### config.mk
export PLATFORM = sky130hd
export DESIGN_NAME = sscp_port
export DESIGN_NICKNAME = d
export VERILOG_FILES = /design/src/hdl/sscp_pkg.sv /design/src/hdl/sscp_port.sv /design/src/hdl/sscp_sync.sv
export SDC_FILE = /design/constraint.sdc
export NUM_CORES = 1
export LEC_CHECK = 0
export BUFFER_PORTS_ARGS = -buffer_cell sky130_fd_sc_hd__buf_4
export CAP_MARGIN = 5
export CORE_ASPECT_RATIO = 0.9
export CORE_MARGIN = 4
export CORE_UTILIZATION = 30
export DETAILED_ROUTE_END_ITERATION = 7
export GPL_ROUTABILITY_DRIVEN = 0
export SLEW_MARGIN = 20
export SYNTH_ARGS = -nofsm -noshare
export SYNTH_HDL_FRONTEND = slang
export SYNTH_SLANG_ARGS = --single-unit
### constraint.sdc
create_clock -name mclk -period 2.7 [get_ports mclk]
set_clock_uncertainty 0.15 [all_clocks]
set_input_delay 0 -clock mclk [delete_from_list [all_inputs] [get_ports mclk]]
set_output_delay 0 -clock mclk [all_outputs]
set_load 0.01 [all_outputs]
### src/hdl/sscp_pkg.sv
// Package of constants shared by the subsystem control port and its synchroniser.
package sscp_pkg;

    // Bus and pin widths.
    localparam int unsigned ADDR_W = 32;
    localparam int unsigned DATA_W = 32;
    localparam int unsigned BE_W = 4;
    localparam int unsigned LINKS = 4;
    localparam int unsigned RATE_W = 8;

    // Offsets inside the sixteen-byte block that repeats over positive space.
    localparam int unsigned WIN_LSB = 4;
    localparam logic [3:0] OFF_RESET = 4'h0;
    localparam logic [3:0] OFF_ANALYSIS = 4'h4;
    localparam logic [3:0] OFF_ERROR = 4'h0;
    localparam logic [3:0] OFF_UNUSED_A = 4'h8;
    localparam logic [3:0] OFF_UNUSED_B = 4'hC;

    // Page of the block's own registers, placed in negative space.
    localparam logic [27:0] OWN_PAGE = 28'h8000000;
    localparam logic [3:0] OFF_INT_STATUS = 4'h0;
    localparam logic [3:0] OFF_INT_MASK = 4'h4;
    localparam logic [3:0] OFF_CTRL = 4'h8;
    localparam logic [3:0] OFF_INFO = 4'hC;

    // Field positions.
    localparam int unsigned BIT_LEVEL = 0;
    localparam int unsigned INT_FAULT = 0;
    localparam int unsigned INT_LINK_LSB = 1;
    localparam int unsigned INT_RATE = 5;
    localparam int unsigned INT_W = 6;
    localparam int unsigned INFO_RATE1_LSB = 8;
    localparam int unsigned INFO_RX_LSB = 16;

    // Reset values.
    localparam logic [INT_W-1:0] INT_MASK_RST = 6'h00;
    localparam logic [LINKS-1:0] RX_IDLE = 4'h0;
    localparam logic FAULT_N_IDLE = 1'b1;

    // Link rates in Mbit/s for a low and a high select input.
    localparam logic [RATE_W-1:0] RATE_LOW_MBPS = 8'h0A;
    localparam logic [RATE_W-1:0] RATE_HIGH_MBPS = 8'h14;

    // Rate that a select level chooses.
    function automatic logic [RATE_W-1:0] rate_of(input logic sel);
        return sel ? RATE_HIGH_MBPS : RATE_LOW_MBPS;
    endfunction

endpackage

### src/hdl/sscp_port.sv
// Subsystem control port with error indicator, rate selects and link activity detection.

module sscp_port (
    input wire logic mclk,
    input wire logic rst_n,
    input wire logic [sscp_pkg::ADDR_W-1:0] avs_address,
    input wire logic avs_read,
    input wire logic avs_write,
    input wire logic [sscp_pkg::DATA_W-1:0] avs_writedata,
    input wire logic [sscp_pkg::BE_W-1:0] avs_byteenable,
    output logic [sscp_pkg::DATA_W-1:0] avs_readdata,
    output logic avs_waitrequest,
    output logic downstream_reset_out,
    output logic downstream_analysis_out,
    input wire logic downstream_fault_in_n,
    output logic module_fault_indicator_n,
    output logic module_fault_indicator_oe,
    input wire logic link0_rate_select,
    input wire logic links_1to3_rate_select,
    output logic link0_rate_high,
    output logic links_1to3_rate_high,
    input wire logic [sscp_pkg::LINKS-1:0] serial_link_rx,
    output logic [sscp_pkg::LINKS-1:0] serial_link_rx_level,
    output logic irq
);
    import sscp_pkg::*;

    logic [1:0] rst_pipe_q;
    logic rst_sync_n;
    logic wait_q;
    logic [DATA_W-1:0] rdata_q;
    logic reset_q;
    logic analysis_q;
    logic mod_err_q;
    logic ind_n_q;
    logic [INT_W-1:0] status_q;
    logic [INT_W-1:0] status_d;
    logic [INT_W-1:0] mask_q;
    logic irq_q;
    logic fault_n_lvl;
    logic fault_prev_q;
    logic rate0_lvl;
    logic rate1_lvl;
    logic rate0_q;
    logic rate1_q;
    logic [LINKS-1:0] rx_lvl;
    logic [LINKS-1:0] rx_prev_q;

    // The reset is released through two flops so that every other flop leaves reset on one edge.
    always_ff @(posedge mclk or negedge rst_n) begin
        if (!rst_n) begin
            rst_pipe_q <= 2'h0;
        end else begin
            rst_pipe_q <= {rst_pipe_q[0], 1'b1};
        end
    end
    assign rst_sync_n = rst_pipe_q[1];

    // Pin inputs; the fault input idles high, the link inputs idle low.
    sscp_sync #(.W(1), .RST_VAL(FAULT_N_IDLE)) u_sync_fault (
        .mclk(mclk),
        .rst_sync_n(rst_sync_n),
        .pin(downstream_fault_in_n),
        .level(fault_n_lvl)
    );
    sscp_sync #(.W(2), .RST_VAL(2'h0)) u_sync_rate (
        .mclk(mclk),
        .rst_sync_n(rst_sync_n),
        .pin({links_1to3_rate_select, link0_rate_select}),
        .level({rate1_lvl, rate0_lvl})
    );
    sscp_sync #(.W(LINKS), .RST_VAL(RX_IDLE)) u_sync_rx (
        .mclk(mclk),
        .rst_sync_n(rst_sync_n),
        .pin(serial_link_rx),
        .level(rx_lvl)
    );

    // Bus decode. The subsystem block repeats over positive space, own registers sit in one negative page.
    logic req;
    logic accept;
    logic first;
    logic [3:0] offs;
    logic in_pos;
    logic in_own;
    logic be0;
    logic fault_seen;
    assign req = avs_read | avs_write;
    assign first = req & wait_q;
    assign accept = req & ~wait_q;
    assign offs = avs_address[WIN_LSB-1:0];
    assign in_pos = ~avs_address[ADDR_W-1];
    assign in_own = (avs_address[ADDR_W-1:WIN_LSB] == OWN_PAGE);
    assign be0 = avs_byteenable[0];
    assign fault_seen = ~fault_n_lvl;

    // Write strobes, each taken only at the accepting edge with the low byte enabled.
    logic wr_ok;
    logic wr_reset;
    logic wr_analysis;
    logic wr_status;
    logic wr_mask;
    logic wr_ctrl;
    assign wr_ok = accept & avs_write & be0;
    assign wr_reset = wr_ok & in_pos & (offs == OFF_RESET);
    assign wr_analysis = wr_ok & in_pos & (offs == OFF_ANALYSIS);
    assign wr_status = wr_ok & in_own & (offs == OFF_INT_STATUS);
    assign wr_mask = wr_ok & in_own & (offs == OFF_INT_MASK);
    assign wr_ctrl = wr_ok & in_own & (offs == OFF_CTRL);

    // Read mux; write-only, unused and unmapped locations return zero.
    logic [DATA_W-1:0] info_word;
    logic [DATA_W-1:0] rdata_d;
    assign info_word = {{(DATA_W - INFO_RX_LSB - LINKS){1'b0}}, rx_lvl,
                        rate_of(rate1_q), rate_of(rate0_q)};
    assign rdata_d =
        (in_pos && offs == OFF_ERROR) ? {{(DATA_W-1){1'b0}}, fault_seen} :
        (in_own && offs == OFF_INT_STATUS) ? {{(DATA_W-INT_W){1'b0}}, status_q} :
        (in_own && offs == OFF_INT_MASK) ? {{(DATA_W-INT_W){1'b0}}, mask_q} :
        (in_own && offs == OFF_CTRL) ? {{(DATA_W-1){1'b0}}, mod_err_q} :
        (in_own && offs == OFF_INFO) ? info_word : '0;

    // One wait cycle per request: the data is latched on the first edge, the access completes on the second.
    always_ff @(posedge mclk or negedge rst_sync_n) begin
        if (!rst_sync_n) begin
            wait_q <= 1'b1;
            rdata_q <= '0;
        end else begin
            wait_q <= ~first;
            rdata_q <= first ? rdata_d : rdata_q;
        end
    end

    // Downstream outputs hold their level until the next write to their location.
    always_ff @(posedge mclk or negedge rst_sync_n) begin
        if (!rst_sync_n) begin
            reset_q <= 1'b0;
            analysis_q <= 1'b0;
        end else begin
            reset_q <= wr_reset ? avs_writedata[BIT_LEVEL] : reset_q;
            analysis_q <= wr_analysis ? avs_writedata[BIT_LEVEL] : analysis_q;
        end
    end

    // The module's own error is a software-set control bit; the pin only ever pulls low.
    always_ff @(posedge mclk or negedge rst_sync_n) begin
        if (!rst_sync_n) begin
            mod_err_q <= 1'b0;
            ind_n_q <= 1'b0;
        end else begin
            mod_err_q <= wr_ctrl ? avs_writedata[BIT_LEVEL] : mod_err_q;
            ind_n_q <= 1'b0;
        end
    end

    // Events: fault arrival, rising activity on a link input, and any change of a rate select.
    logic [LINKS-1:0] link_evt;
    logic fault_evt;
    logic rate_evt;
    logic [INT_W-1:0] events;
    assign fault_evt = fault_seen & ~fault_prev_q;
    assign link_evt = rx_lvl & ~rx_prev_q;
    assign rate_evt = (rate0_lvl ^ rate0_q) | (rate1_lvl ^ rate1_q);
    assign events = {rate_evt, link_evt, fault_evt};
    // A set in the same cycle as a write-one-to-clear wins, so no event is lost.
    assign status_d = events | (status_q & ~(wr_status ? avs_writedata[INT_W-1:0] : '0));

    // Sticky status, mask and the registered interrupt level.
    always_ff @(posedge mclk or negedge rst_sync_n) begin
        if (!rst_sync_n) begin
            status_q <= '0;
            mask_q <= INT_MASK_RST;
            irq_q <= 1'b0;
        end else begin
            status_q <= status_d;
            mask_q <= wr_mask ? avs_writedata[INT_W-1:0] : mask_q;
            irq_q <= |(status_q & mask_q);
        end
    end

    // Edge history and registered copies of the synchronised levels.
    always_ff @(posedge mclk or negedge rst_sync_n) begin
        if (!rst_sync_n) begin
            fault_prev_q <= 1'b0;
            rx_prev_q <= RX_IDLE;
            rate0_q <= 1'b0;
            rate1_q <= 1'b0;
        end else begin
            fault_prev_q <= fault_seen;
            rx_prev_q <= rx_lvl;
            rate0_q <= rate0_lvl;
            rate1_q <= rate1_lvl;
        end
    end

    // Every output comes straight from a flop.
    assign avs_readdata = rdata_q;
    assign avs_waitrequest = wait_q;
    assign downstream_reset_out = reset_q;
    assign downstream_analysis_out = analysis_q;
    assign module_fault_indicator_n = ind_n_q;
    assign module_fault_indicator_oe = mod_err_q;
    assign link0_rate_high = rate0_q;
    assign links_1to3_rate_high = rate1_q;
    assign serial_link_rx_level = rx_prev_q;
    assign irq = irq_q;
endmodule // sscp_port

### src/hdl/sscp_sync.sv
// Three-stage pin synchroniser whose output moves once stages two and three agree.
module sscp_sync #(
    parameter int unsigned W = 1,
    parameter logic [W-1:0] RST_VAL = '0
) (
    input wire logic mclk,
    input wire logic rst_sync_n,
    input wire logic [W-1:0] pin,
    output logic [W-1:0] level
);
    import sscp_pkg::*;

    logic [W-1:0] s1_q;
    logic [W-1:0] s2_q;
    logic [W-1:0] s3_q;
    logic [W-1:0] level_q;
    logic [W-1:0] agree;
    logic [W-1:0] level_d;

    // The first stage feeds only the second; the agreement check looks at two and three.
    assign agree = ~(s2_q ^ s3_q);
    assign level_d = (agree & s2_q) | (~agree & level_q);
    assign level = level_q;

    // Shift the pin through three stages.
    always_ff @(posedge mclk or negedge rst_sync_n) begin
        if (!rst_sync_n) begin
            s1_q <= RST_VAL;
            s2_q <= RST_VAL;
            s3_q <= RST_VAL;
            level_q <= RST_VAL;
        end else begin
            s1_q <= pin;
            s2_q <= s1_q;
            s3_q <= s2_q;
            level_q <= level_d;
        end
    end

endmodule // sscp_sync

-- Word level (Yosys, flattened, before mapping)
Index checks and enable logic that the tools add are counted.
- bits in registers: 86
- input bits: 79
- output and inout bits: 44
- logic and storage cells: 88
- eq/ne operators: 4
- multiplexer cells: 8
- bitwise operators: 44
- reduce and logical (&&, ||, !) cells: 7
- operator list (kind ; count):
    $mux W20 ; 5
    $eq A28 B28 Y1 const B ; 1
    $and A1 B1 Y1 ; 14
    $and A4 B4 Y4 ; 3
    $and A6 B6 Y6 ; 2
    $not A4 Y4 ; 3
    $mux W5 ; 2
    $eq A4 B4 Y1 const B ; 2
    $mux W6 ; 1
    $not A1 Y1 ; 6
    $not A6 Y6 ; 1
    $or A6 B6 Y6 ; 1
    $reduce_or A6 Y1 ; 1
    $logic_and A1 B1 Y1 ; 5
    $and A2 B2 Y2 ; 2
    $eq A4 B3 Y1 const B ; 1
    $logic_not A4 Y1 ; 1
    $not A2 Y2 ; 2
    $or A4 B4 Y4 ; 1
    $xor A4 B4 Y4 ; 1
    $or A1 B1 Y1 ; 3
    $xor A1 B1 Y1 ; 3
    $or A2 B2 Y2 ; 1
    $xor A2 B2 Y2 ; 1

-- Logic depth before layout (Yosys ltp)
Gate-level depths: netlist of the first run.
- depth in word-level cells: 10
- depth in mapped cells: 6
- mapped depth without buffers: 5

-- Hierarchy
A second synthesis of the first run with hierarchy kept.
- cells, all modules: 202
- area total of the unflattened synthesis: 2643.8 µm²
- modules (own cells, without submodules) (module ; times used ; cells each ; area an instance (µm²) ; sequential area each (µm²)):
    sscp_port ; 1 ; 167 ; 1859.3 ; 952.2
    sscp_sync (u_sync_rx) ; 1 ; 20 ; 445.4 ; 400.4
    sscp_sync (u_sync_rate) ; 1 ; 10 ; 222.7 ; 200.2
    sscp_sync (u_sync_fault) ; 1 ; 5 ; 116.4 ; 105.1

-- Worst setup path before layout of the first run
Ideal clock, no wire load.
- path kind: input-to-reg
- start: input avs_address[15] (netlist bit)
- end: register status_q[5]
- library setup time: 124 ps
- data arrival time: 1449 ps
- required time: 2426 ps
- setup slack: 977 ps
- stages on the path: 4
- path buffers: 0
- path through: or4_4 -> nor4_4 -> nand4_1 -> a211o_1
- word-level cells in the longest chain between the ends: 7
- ends and longest elaborated chain (element ; line ; text):
    start, declared ; sscp_port.sv:6 ; input wire logic [sscp_pkg::ADDR_W-1:0] avs_address,
    $eq A28 B28 Y1 ; sscp_port.sv:93 ; assign in_own = (avs_address[ADDR_W-1:WIN_LSB] == OWN_PAGE);
    $and A1 B1 Y1 (2 in series) ; sscp_port.sv:107 ; assign wr_status = wr_ok & in_own & (offs == OFF_INT_STATUS);
    $mux W6 ; sscp_port.sv:166 ; assign status_d = events | (status_q & ~(wr_status ? avs_writedata[INT_W-1:0] : '0));
    $not A6 Y6 ; sscp_port.sv:166 ;
    $and A6 B6 Y6 ; sscp_port.sv:166 ;
    $or A6 B6 Y6 ; sscp_port.sv:166 ;
    net status_d[5] ; sscp_port.sv:37 ; logic [INT_W-1:0] status_d;
    end signal, assigned ; sscp_port.sv:175 ; status_q <= status_d;
    end, declared ; sscp_port.sv:36 ; logic [INT_W-1:0] status_q;
The timed path passes the listed nets, and every way through them passes these cells.
A chain may end at the register's enable or synchronous reset.

-- Final worst setup path of the first run
- start: input avs_address[12] (netlist bit)
- end: register mod_err_q, in the netlist module_fault_indicator_oe
- word-level cells in the longest chain between the ends: 3
- ends and longest elaborated chain (element ; line ; text):
    $eq A28 B28 Y1 ; sscp_port.sv:93 ;
    $and A1 B1 Y1 (2 in series) ; sscp_port.sv:109 ; assign wr_ctrl = wr_ok & in_own & (offs == OFF_CTRL);
    end signal, assigned ; sscp_port.sv:151 ; mod_err_q <= wr_ctrl ? avs_writedata[BIT_LEVEL] : mod_err_q;
    end, declared ; sscp_port.sv:34 ; logic mod_err_q;
Every way passes these cells.

==> results_dict.tcl, run 1 <==
set metrics [dict create \
    outcome "finished, final reports clean" \
    area_growth_syn_to_layout_pct 43.4 \
    initialDrtViolationCount 107 \
    hold_end "avs_readdata[2]" \
    synth_area_sq_um 2660 \
    via_per_inst 4.30 \
    power_mw 2.24 \
    peakVddDrop_v 0.000409 \
    dr_wl_met2_mm 2.77 \
    ys.flop_type "dfrtp_1" \
    min_path_cells 5 \
    htree_levels 3 \
    die_h_um 97.4 \
    dp_hpwl_mm 4.38 \
    maxCapViolations 0 \
    grt_start_max_net_pins 39 \
    firstDrtPassIters 4 \
    drive_gt1_frac 0.355 \
    start_util 0.309 \
    crit_fanout 7 \
    clockRootBuffer "clkbuf_8" \
    synth_edf_count 0 \
    grt_pass1_wl_mm 9.94 \
    drc 0 \
    final_area_sq_um 3820 \
    r2r_end "avs_readdata[4]" \
    antenna_found_initial 0 \
    syn_avg_cell_area_sq_um 12.4 \
    p_leak_nw 1.78 \
    clk_latency_ns 0.34 \
    netlist_instances 214 \
    finalWirelength_mm 5.99 \
    p_per_area_nw_per_um2 587 \
    top_layer "met4" \
    holdWs_ns 0.0204 \
    grtUsageTotal 0.123 \
    combPwrFrac 0.097 \
    ant_nets 0 \
    r2r_cells 7 \
    placed_cell_area_sq_um 3290 \
    hp-class "input pin to flip-flop" \
    cts_tree "done" \
    arrival_ns 2.66 \
    r2r_slack_ns 0.40 \
    async_flop_share 1.00 \
    rsz0062_at_grt "no" \
    crit_required_ns 2.77 \
    min_from "avs_address[14]" \
    cp-start-kind "input pin" \
    cts_setup_buffers 0 \
    wl_met1_mm 2.72 \
    switching_share 0.217 \
    ys_warn_count 0 \
    finalSetupViolCount 0 \
    row_count 32 \
    intPower_mw 1.75 \
    wl_per_cell_um 13.4 \
    maxSlewHeadroom 0.607 \
    grt-ovfl-total 0 \
    power.share.clock 0.422 \
    fin_nets 401 \
    wl_met3_um 433 \
    crit_type "input pin to flip-flop" \
    max_freq_mhz 387 \
    power_frac_seq 0.481 \
    port_buffers 74 \
    diodes 0 \
    crit_start "avs_address[12]" \
    dieArea_sq_um 10500 \
    worst_pin_slew_ns 0.585 \
    cts-hold-fix-buffers 29 \
    reg2reg_from "avs_waitrequest" \
    drv_slew 0 \
    ys_seq_elements 66 \
    core-area_sq_um 8610 \
    tns_ns 0 \
    grt_pass1_vias 1936 \
    p_switching_mw 0.487 \
    io_pins 123 \
    min_period_ns 2.58 \
    clk_pin_slew_ns 0.07 \
    ys_seq_area_frac 0.622 \
    num_vias 1919 \
    hold_viol 0 \
    clock_sinks 66 \
    cts_made_buffers 9 \
    end_kind "flip-flop" \
    synthDistinctLibCells 40 \
    die-width_um 107 \
    final.period_utilization 0.957 \
    cts_resized 0 \
    clock_path_buffers 2 \
]
-- area by class of cell --
cell class / instances / area (sq um)
Clock buffer: 12 / 165
Clock inverter: 4 / 72.6
Fill cell: 811 / 4790
Inverter: 8 / 30.0
Multi-Input combinational cell: 131 / 862
Sequential cell: 66 / 1660
Tap cell: 119 / 149
Timing Repair Buffer: 106 / 881
-- power groups by stage --
stage	registers [mW]	logic, mW	clock network (mW)
2_1_floorplan	1.10	0.0860	0
3_3_place_gp	1.09	0.185	0
3_5_place_dp	1.10	0.187	0
4_1_cts	1.08	0.220	0.979
5_1_grt	1.09	0.239	1.04
6_report	1.08	0.217	0.946
-- layer usage --
metal,vias to the layer above,GRT usage
met5,-,0
met4,0,0.0315
met3,6,0.0598
met2,59,0.186
met1,918,0.157
li1,936,-
-- synth_stat cells, types with 2 or more instances --
master    number  area share
dfrtp_1       61        0.57
buf_4         21       0.059
nand2_1       17       0.024
nand4_1       15       0.035
mux2_2        11       0.047
inv_1          8       0.011
nand3_1        8       0.015
o21ai_0        8       0.015
maj3_1         7       0.026
clkbuf_1       5      0.0070
dfstp_2        5       0.049
nor2_1         5      0.0070
a22o_1         4       0.013
nor4_1         4      0.0094
a22oi_1        3      0.0085
conb_1         2      0.0028
mux2i_1        2      0.0075
nand3b_1       2      0.0056
o31ai_1        2      0.0056
or4_1          2      0.0056
or4_4          2      0.0085
xor2_1         2      0.0066
-- cells in the final DEF, fill, tap and decap left out, types with 2 or more instances in the layout --
cell	n
a22oi_1	3
dfstp_2	5
bufinv_16	2
conb_1	20
clkbuf_8	12
o31ai_1	2
mux2_2	11
maj3_1	7
nand2_1	17
nand4_1	15
xor2_1	2
a22o_1	4
nor2_1	5
or4_1	2
nand3_1	8
buf_4	76
dfrtp_1	60
nor4_1	4
or4_4	2
o21ai_0	8
mux2i_1	2
dlygate4sd3_1	29
inv_1	8
nand3b_1	2
-- through the flow --
stage,std cells,worst slack [ns],util
3_3_place_gp,401,0.661,0.382
2_1_floorplan,232,0.585,-
5_1_grt,446,0.0279,0.444
6_report,446,0.116,0.444
4_1_cts,446,0.145,0.444
3_5_place_dp,401,0.639,0.382
-- how the worst max path moves through the flow --
stage               cells after the start                         to  slack, ns
floorplan                               0                  async pin       0.58
CTS                                     7  module_fault_indicator_oe       0.15
finish                                  7  module_fault_indicator_oe       0.12
global placement                        5                status_q[5]       0.66
global route                            7  module_fault_indicator_oe       0.03
detailed placement                      5                  mask_q[5]       0.64
-- critical path: stages --
cell and delay [ns]:
dlygate4sd3_1 0.54, buf_4 0.13, or4_4 0.57, nor3_2 0.40, nand4_1 0.18, mux2_2 0.29
dlygate4sd3_1 0.55
-- logic make-up after synthesis --
family          Yosys count  synth area share
mux                      13            0.0540
fa+ha+maj                 7            0.0263
flops                    66             0.622
other cells               2           0.00282
compound gates           22            0.0568
buf+inv                  35            0.0794
simple gates             67             0.152
xor+xnor                  2           0.00658
No activity file was read; power rests on OpenSTA's default activity.
==> run 2: changes to the inputs <==
CORE_ASPECT_RATIO = 1.1   (was 0.9)
clock period = 2.4 ns   (was 2.7 ns; I/O delays follow)
==> run 2 against run 1 <==
- global-route usage grew 0.29 points
- critical path depth increased by 1
- utilization shrank 0.95 points
- total power is 2.8% higher
- first-iteration DRC count shrank 43%
- clock power is 10% lower
- largest cell class unchanged
- highest routed layer unchanged
==> results_dict.tcl, run 2 (synthesis results as in run 1) <==
set metrics [dict create \
    hold_end "avs_readdata[5]" \
    mostFrequentLayoutCells "buf_4, dfrtp_1, dlygate4sd3_1" \
    stdcell_count 435 \
    reg2reg_from "avs_waitrequest" \
    min_path_cells 4 \
    switching_share 0.237 \
    finalWirelength_mm 6.31 \
    clock_path_buffers 2 \
    antenna_found_initial 0 \
    crit_required_ns 2.46 \
    cts_made_buffers 9 \
    grt_pass1_wl_mm 10.3 \
    tns_ns 0 \
    placed_cell_area_sq_um 3290 \
    seqCellArea_sq_um 1660 \
    max_freq_mhz 435 \
    clk_latency_ns 0.33 \
    drv_slew 0 \
    maxSlewHeadroom 0.657 \
    die-width_um 97.8 \
    outcome "finished, final reports clean" \
    drc 0 \
    finalSetupViolCount 0 \
    p_per_area_nw_per_um2 622 \
    ant_nets 0 \
    port_buffers 74 \
    wl_per_cell_um 14.5 \
    die_h_um 107 \
    r2r_end "module_fault_indicator_oe" \
    cts_tree "done" \
    worst_slack_ns 0.0988 \
    diodes 0 \
    worst_pin_slew_ns 0.512 \
    power.share.clock 0.369 \
    peakVddDrop_v 0.000265 \
    final_area_sq_um 3710 \
    rsz0062_at_grt "no" \
    final.period_utilization 0.959 \
    clockRootBuffer "clkbuf_8" \
    grtUsageTotal 0.126 \
    cp-start-kind "input pin" \
    fin_nets 398 \
    power_mw 2.30 \
    clk_pin_slew_ns 0.07 \
    grt_start_max_net_pins 26 \
    r2r_slack_ns 0.39 \
    drive_gt1_frac 0.361 \
    arrival_ns 2.37 \
    io_pins 123 \
    crit_fanout 18 \
    end_kind "flip-flop" \
    final_common_cell "buf_4" \
    num_vias 1963 \
    dieArea_sq_um 10500 \
    start_util 0.312 \
    htree_levels 3 \
    combPwrFrac 0.106 \
    clock_sinks 66 \
    maxCapViolations 0 \
    fillCellCount 827 \
    via_per_inst 4.51 \
    dp_hpwl_mm 4.56 \
    min_period_ns 2.30 \
    hp-class "input pin to flip-flop" \
    core-area_sq_um 8540 \
    pre_cts_slack_ns 0.330 \
    hold_viol 0 \
    r2r_cells 5 \
    p_leak_nw 1.74 \
    p_switching_mw 0.546 \
    power_frac_seq 0.526 \
    grt-ovfl-total 0 \
    grt_pass1_vias 2041 \
    multi_input_area_sq_um 862 \
    min_from "avs_address[2]" \
    row_count 35 \
    placed_cells 396 \
    intPower_mw 1.76 \
    initialDrtViolationCount 61 \
    crit_type "input pin to flip-flop" \
    area_growth_syn_to_layout_pct 39.2 \
    firstDrtPassIters 4 \
]
## run 2: worst max-delay path by stage
stage | from | to | slack (ns) | cells after the start
3_5_place_dp | avs_address[7] | mask_q[2] | 0.33 | 5
5_1_grt | avs_address[31] | module_fault_indicator_oe | 0.04 | 8
4_1_cts | avs_address[31] | module_fault_indicator_oe | 0.1 | 8
2_1_floorplan | rst_pipe_q[1] | async pin | 0.28 | 0
3_3_place_gp | avs_address[7] | mask_q[5] | 0.36 | 5
6_report | avs_address[31] | module_fault_indicator_oe | 0.1 | 8
## run 2: per-stage QoR
stage                util  hold slack, ns
floorplan               -          -0.446
global placement    0.385          -0.367
detailed placement  0.385          -0.367
CTS                 0.434         0.00913
global route        0.434          0.0413
finish              0.434          0.0260
## run 2: area by class of cell
class / count / share of cell area
Sequential cell: 66 / 0.448
Multi-Input combinational cell: 131 / 0.233
Timing Repair Buffer: 103 / 0.225
Clock buffer: 14 / 0.0466
Tap cell: 111 / 0.0375
Inverter: 8 / 0.00810
Clock inverter: 2 / 0.00270
## run 2: what timing repair did
item,in CTS,in global routing
hold buffers,23,0
endpoints found under the hold margin,29,0
buffers inserted,0,0
setup endpoints to repair,0,1
gates resized for setup,0,1
## run 2: power groups by stage
| stage | clock network, mW | logic (mW) | registers, mW |
|---|---|---|---|
| 4_1_cts | 0.874 | 0.247 | 1.21 |
| 3_5_place_dp | 0 | 0.217 | 1.23 |
| 5_1_grt | 0.927 | 0.270 | 1.22 |
| 6_report | 0.849 | 0.244 | 1.21 |
| 3_3_place_gp | 0 | 0.215 | 1.23 |
| 2_1_floorplan | 0 | 0.0968 | 1.24 |
## run 2: critical path, cell delays in order
cell           delay (ns)
dlygate4sd3_1        0.53
buf_4                0.13
nor4b_1              0.25
and4_1               0.30
buf_6                0.20
nand4_1              0.11
mux2_2               0.29
dlygate4sd3_1        0.55
## run 2: routing by layer
layer / routed length [um] / up-vias / share of wire / track usage
met5: 0 / - / 0 / 0
met2: 2850 / 85 / 0.45 / 0.189
li1: - / 932 / - / -
met1: 2720 / 939 / 0.43 / 0.157
met4: 88 / 0 / 0.014 / 0.0564
met3: 646 / 7 / 0.10 / 0.0520
==> run 3: changes to the inputs <==
SYNTH_HIERARCHICAL = 1   (was not set)
==> run 3 against run 2 <==
- wire length fell by 6.2%
- sequential share of layout area is 0.090 points lower
- highest routed layer unchanged
- synthesized area decreased by 0.75%
- design area is 0.20% higher
- final cell count is 3.2% lower
- sequential power is essentially flat
==> results_dict.tcl, run 3 <==
set metrics [dict create \
    outcome "finished, final reports clean" \
    p_switching_mw 0.585 \
    crit_fanout 10 \
    num_vias 1888 \
    cp-start-kind "input pin" \
    htree_levels 3 \
    arrival_ns 2.09 \
    crit_buf_inv 3 \
    critPathSlowestCell "dlygate4sd3_1" \
    cts_tree "done" \
    hold_viol 0 \
    synth_edf_count 0 \
    ys.flop_type "dfrtp_1" \
    core-area_sq_um 8500 \
    area_growth_syn_to_layout_pct 40.5 \
    clock_sinks 66 \
    port_buffers 74 \
    clk_pin_slew_ns 0.08 \
    r2r_slack_ns 0.40 \
    critPathTopFamily "buffers and inverters" \
    cts_setup_buffers 0 \
    p_per_area_nw_per_um2 674 \
    firstDrtPassIters 4 \
    diodes 0 \
    via_per_inst 4.48 \
    ant_nets 0 \
    cpMostUsedCell "dlygate4sd3_1" \
    netlist_instances 202 \
    crit_chain "dlygate4sd3_1, buf_4, nor3_1, nand3_1, dlygate4sd3_1, mux2_2" \
    clock_path_buffers 2 \
    clockRootBuffer "clkbuf_8" \
    min_period_ns 2.02 \
    row_count 35 \
    final.period_utilization 0.841 \
    synth_top_area_cell "dfrtp_1" \
    tns_ns 0 \
    async_flop_share 1.00 \
    grt_start_max_net_pins 29 \
    fillCellCount 813 \
    cts_made_buffers 9 \
    maxCapViolations 0 \
    crit_required_ns 2.47 \
    finalSetupViolCount 0 \
    dp_hpwl_mm 4.21 \
    cts_resized 0 \
    fin_nets 384 \
    finalWirelength_mm 5.92 \
    ys_seq_area_frac 0.627 \
    crit_type "input pin to flip-flop" \
    synthDistinctLibCells 38 \
    synthTopCellsByArea "dfrtp_1, buf_4, dfstp_2" \
    mostFrequentLayoutCells "buf_4, dfrtp_1, dlygate4sd3_1" \
    grt_pass1_vias 1979 \
    grt_pass1_wl_mm 9.80 \
    drive_gt1_frac 0.400 \
    max_freq_mhz 495 \
    end_kind "flip-flop" \
    p_leak_nw 1.72 \
    intPower_mw 1.92 \
    clk_latency_ns 0.34 \
    drc 0 \
    syn_avg_cell_area_sq_um 13.1 \
    final_common_cell "buf_4" \
    ys_seq_elements 66 \
    cpPeakStageDelay_ns 0.59 \
    wl_per_cell_um 14.1 \
    ys_top_cells_by_count "dfrtp_1, buf_4, mux2_2" \
    io_pins 123 \
    rsz0062_at_grt "no" \
    combPwrFrac 0.098 \
    die_h_um 106 \
    synth_most_common_cell "dfrtp_1" \
    drv_slew 0 \
    grtUsageTotal 0.119 \
    antenna_found_initial 0 \
    hp-class "flip-flop to async pin" \
    power_frac_seq 0.482 \
    ys_warn_count 6 \
    switching_share 0.234 \
    power.share.clock 0.420 \
    synth_top_cell_area_share 0.577 \
    start_util 0.311 \
    final_area_sq_um 3710 \
    peakVddDrop_v 0.000362 \
    grt-ovfl-total 0 \
    die-width_um 97.5 \
    initialDrtViolationCount 95 \
    synth_area_sq_um 2640 \
    placed_cell_area_sq_um 3280 \
    dieArea_sq_um 10400 \
]
==> run 3: routing by layer <==
metal,vias to the layer above,global-route usage,part of all wire
li1,898,-,-
met1,924,0.149,0.41
met2,57,0.189,0.50
met3,9,0.0453,0.077
met4,0,0.0415,0.014
met5,-,0,0
==> run 3: layout make-up <==
class,instances,area (sq um),area share
inverters,6,22.5,0.00606
clock inverters,6,90.1,0.0243
flip-flops and latches,66,1660,0.447
well taps,111,139,0.0374
repair buffers,103,826,0.222
multi-input cells,119,841,0.226
clock buffers,10,138,0.0370
==> run 3: cell families (layout without fill, tap and decap cells) <==
group | after synthesis | in the layout | share of synthesized area
flip-flops | 66 | 66 | 0.627
AND/OR/NAND/NOR | 45 | 45 | 0.106
buffers and inverters | 35 | 125 | 0.0805
AO/OA/AOI/OAI | 34 | 34 | 0.100
multiplexers | 11 | 11 | 0.0464
adder cells (fa/ha/maj) | 7 | 7 | 0.0298
other | 2 | 20 | 0.00284
XOR/XNOR | 2 | 2 | 0.00663
==> run 3: worst paths after layout <==
check	startpoint	end	cells after the start
max	avs_address[3]	downstream_reset_out	6
min	rst_pipe_q[1]	u_sync_rx/s3_q[2]	0
max reg2reg	avs_waitrequest	downstream_reset_out	4
min reg2reg	rst_pipe_q[1]	u_sync_rx/s3_q[2]	0
max in group asynchronous	rst_pipe_q[1]	async pin	1
min in group mclk	avs_address[29]	status_q[2]	6
==> run 3: repair_timing <==
item | 4_1_cts | 5_1_grt
endpoints found under the setup margin | 0 | 0
hold endpoints to repair | 29 | 0
hold buffers | 21 | 0
==> run 3: through the flow <==
stage / power (mW) / worst slack, ns / hold slack (ns) / utilization / cells
4_1_cts: 2.54 / 0.393 / 0.0524 / 0.437 / 421
5_1_grt: 2.63 / 0.239 / 0.0685 / 0.437 / 421
6_report: 2.50 / 0.380 / 0.0289 / 0.437 / 421
3_5_place_dp: 1.45 / 0.713 / -0.367 / 0.386 / 384
2_1_floorplan: 1.34 / 0.285 / -0.446 / - / 220
3_3_place_gp: 1.44 / 0.707 / -0.367 / 0.386 / 384
==> run 3: power groups by stage <==
stage / sequential [mW] / combinational, mW / clock [mW]
after floorplan: 1.24 / 0.104 / 0
final: 1.21 / 0.245 / 1.05
after CTS: 1.21 / 0.249 / 1.08
after global placement: 1.23 / 0.216 / 0
after detailed placement: 1.23 / 0.220 / 0
after global routing: 1.22 / 0.273 / 1.14
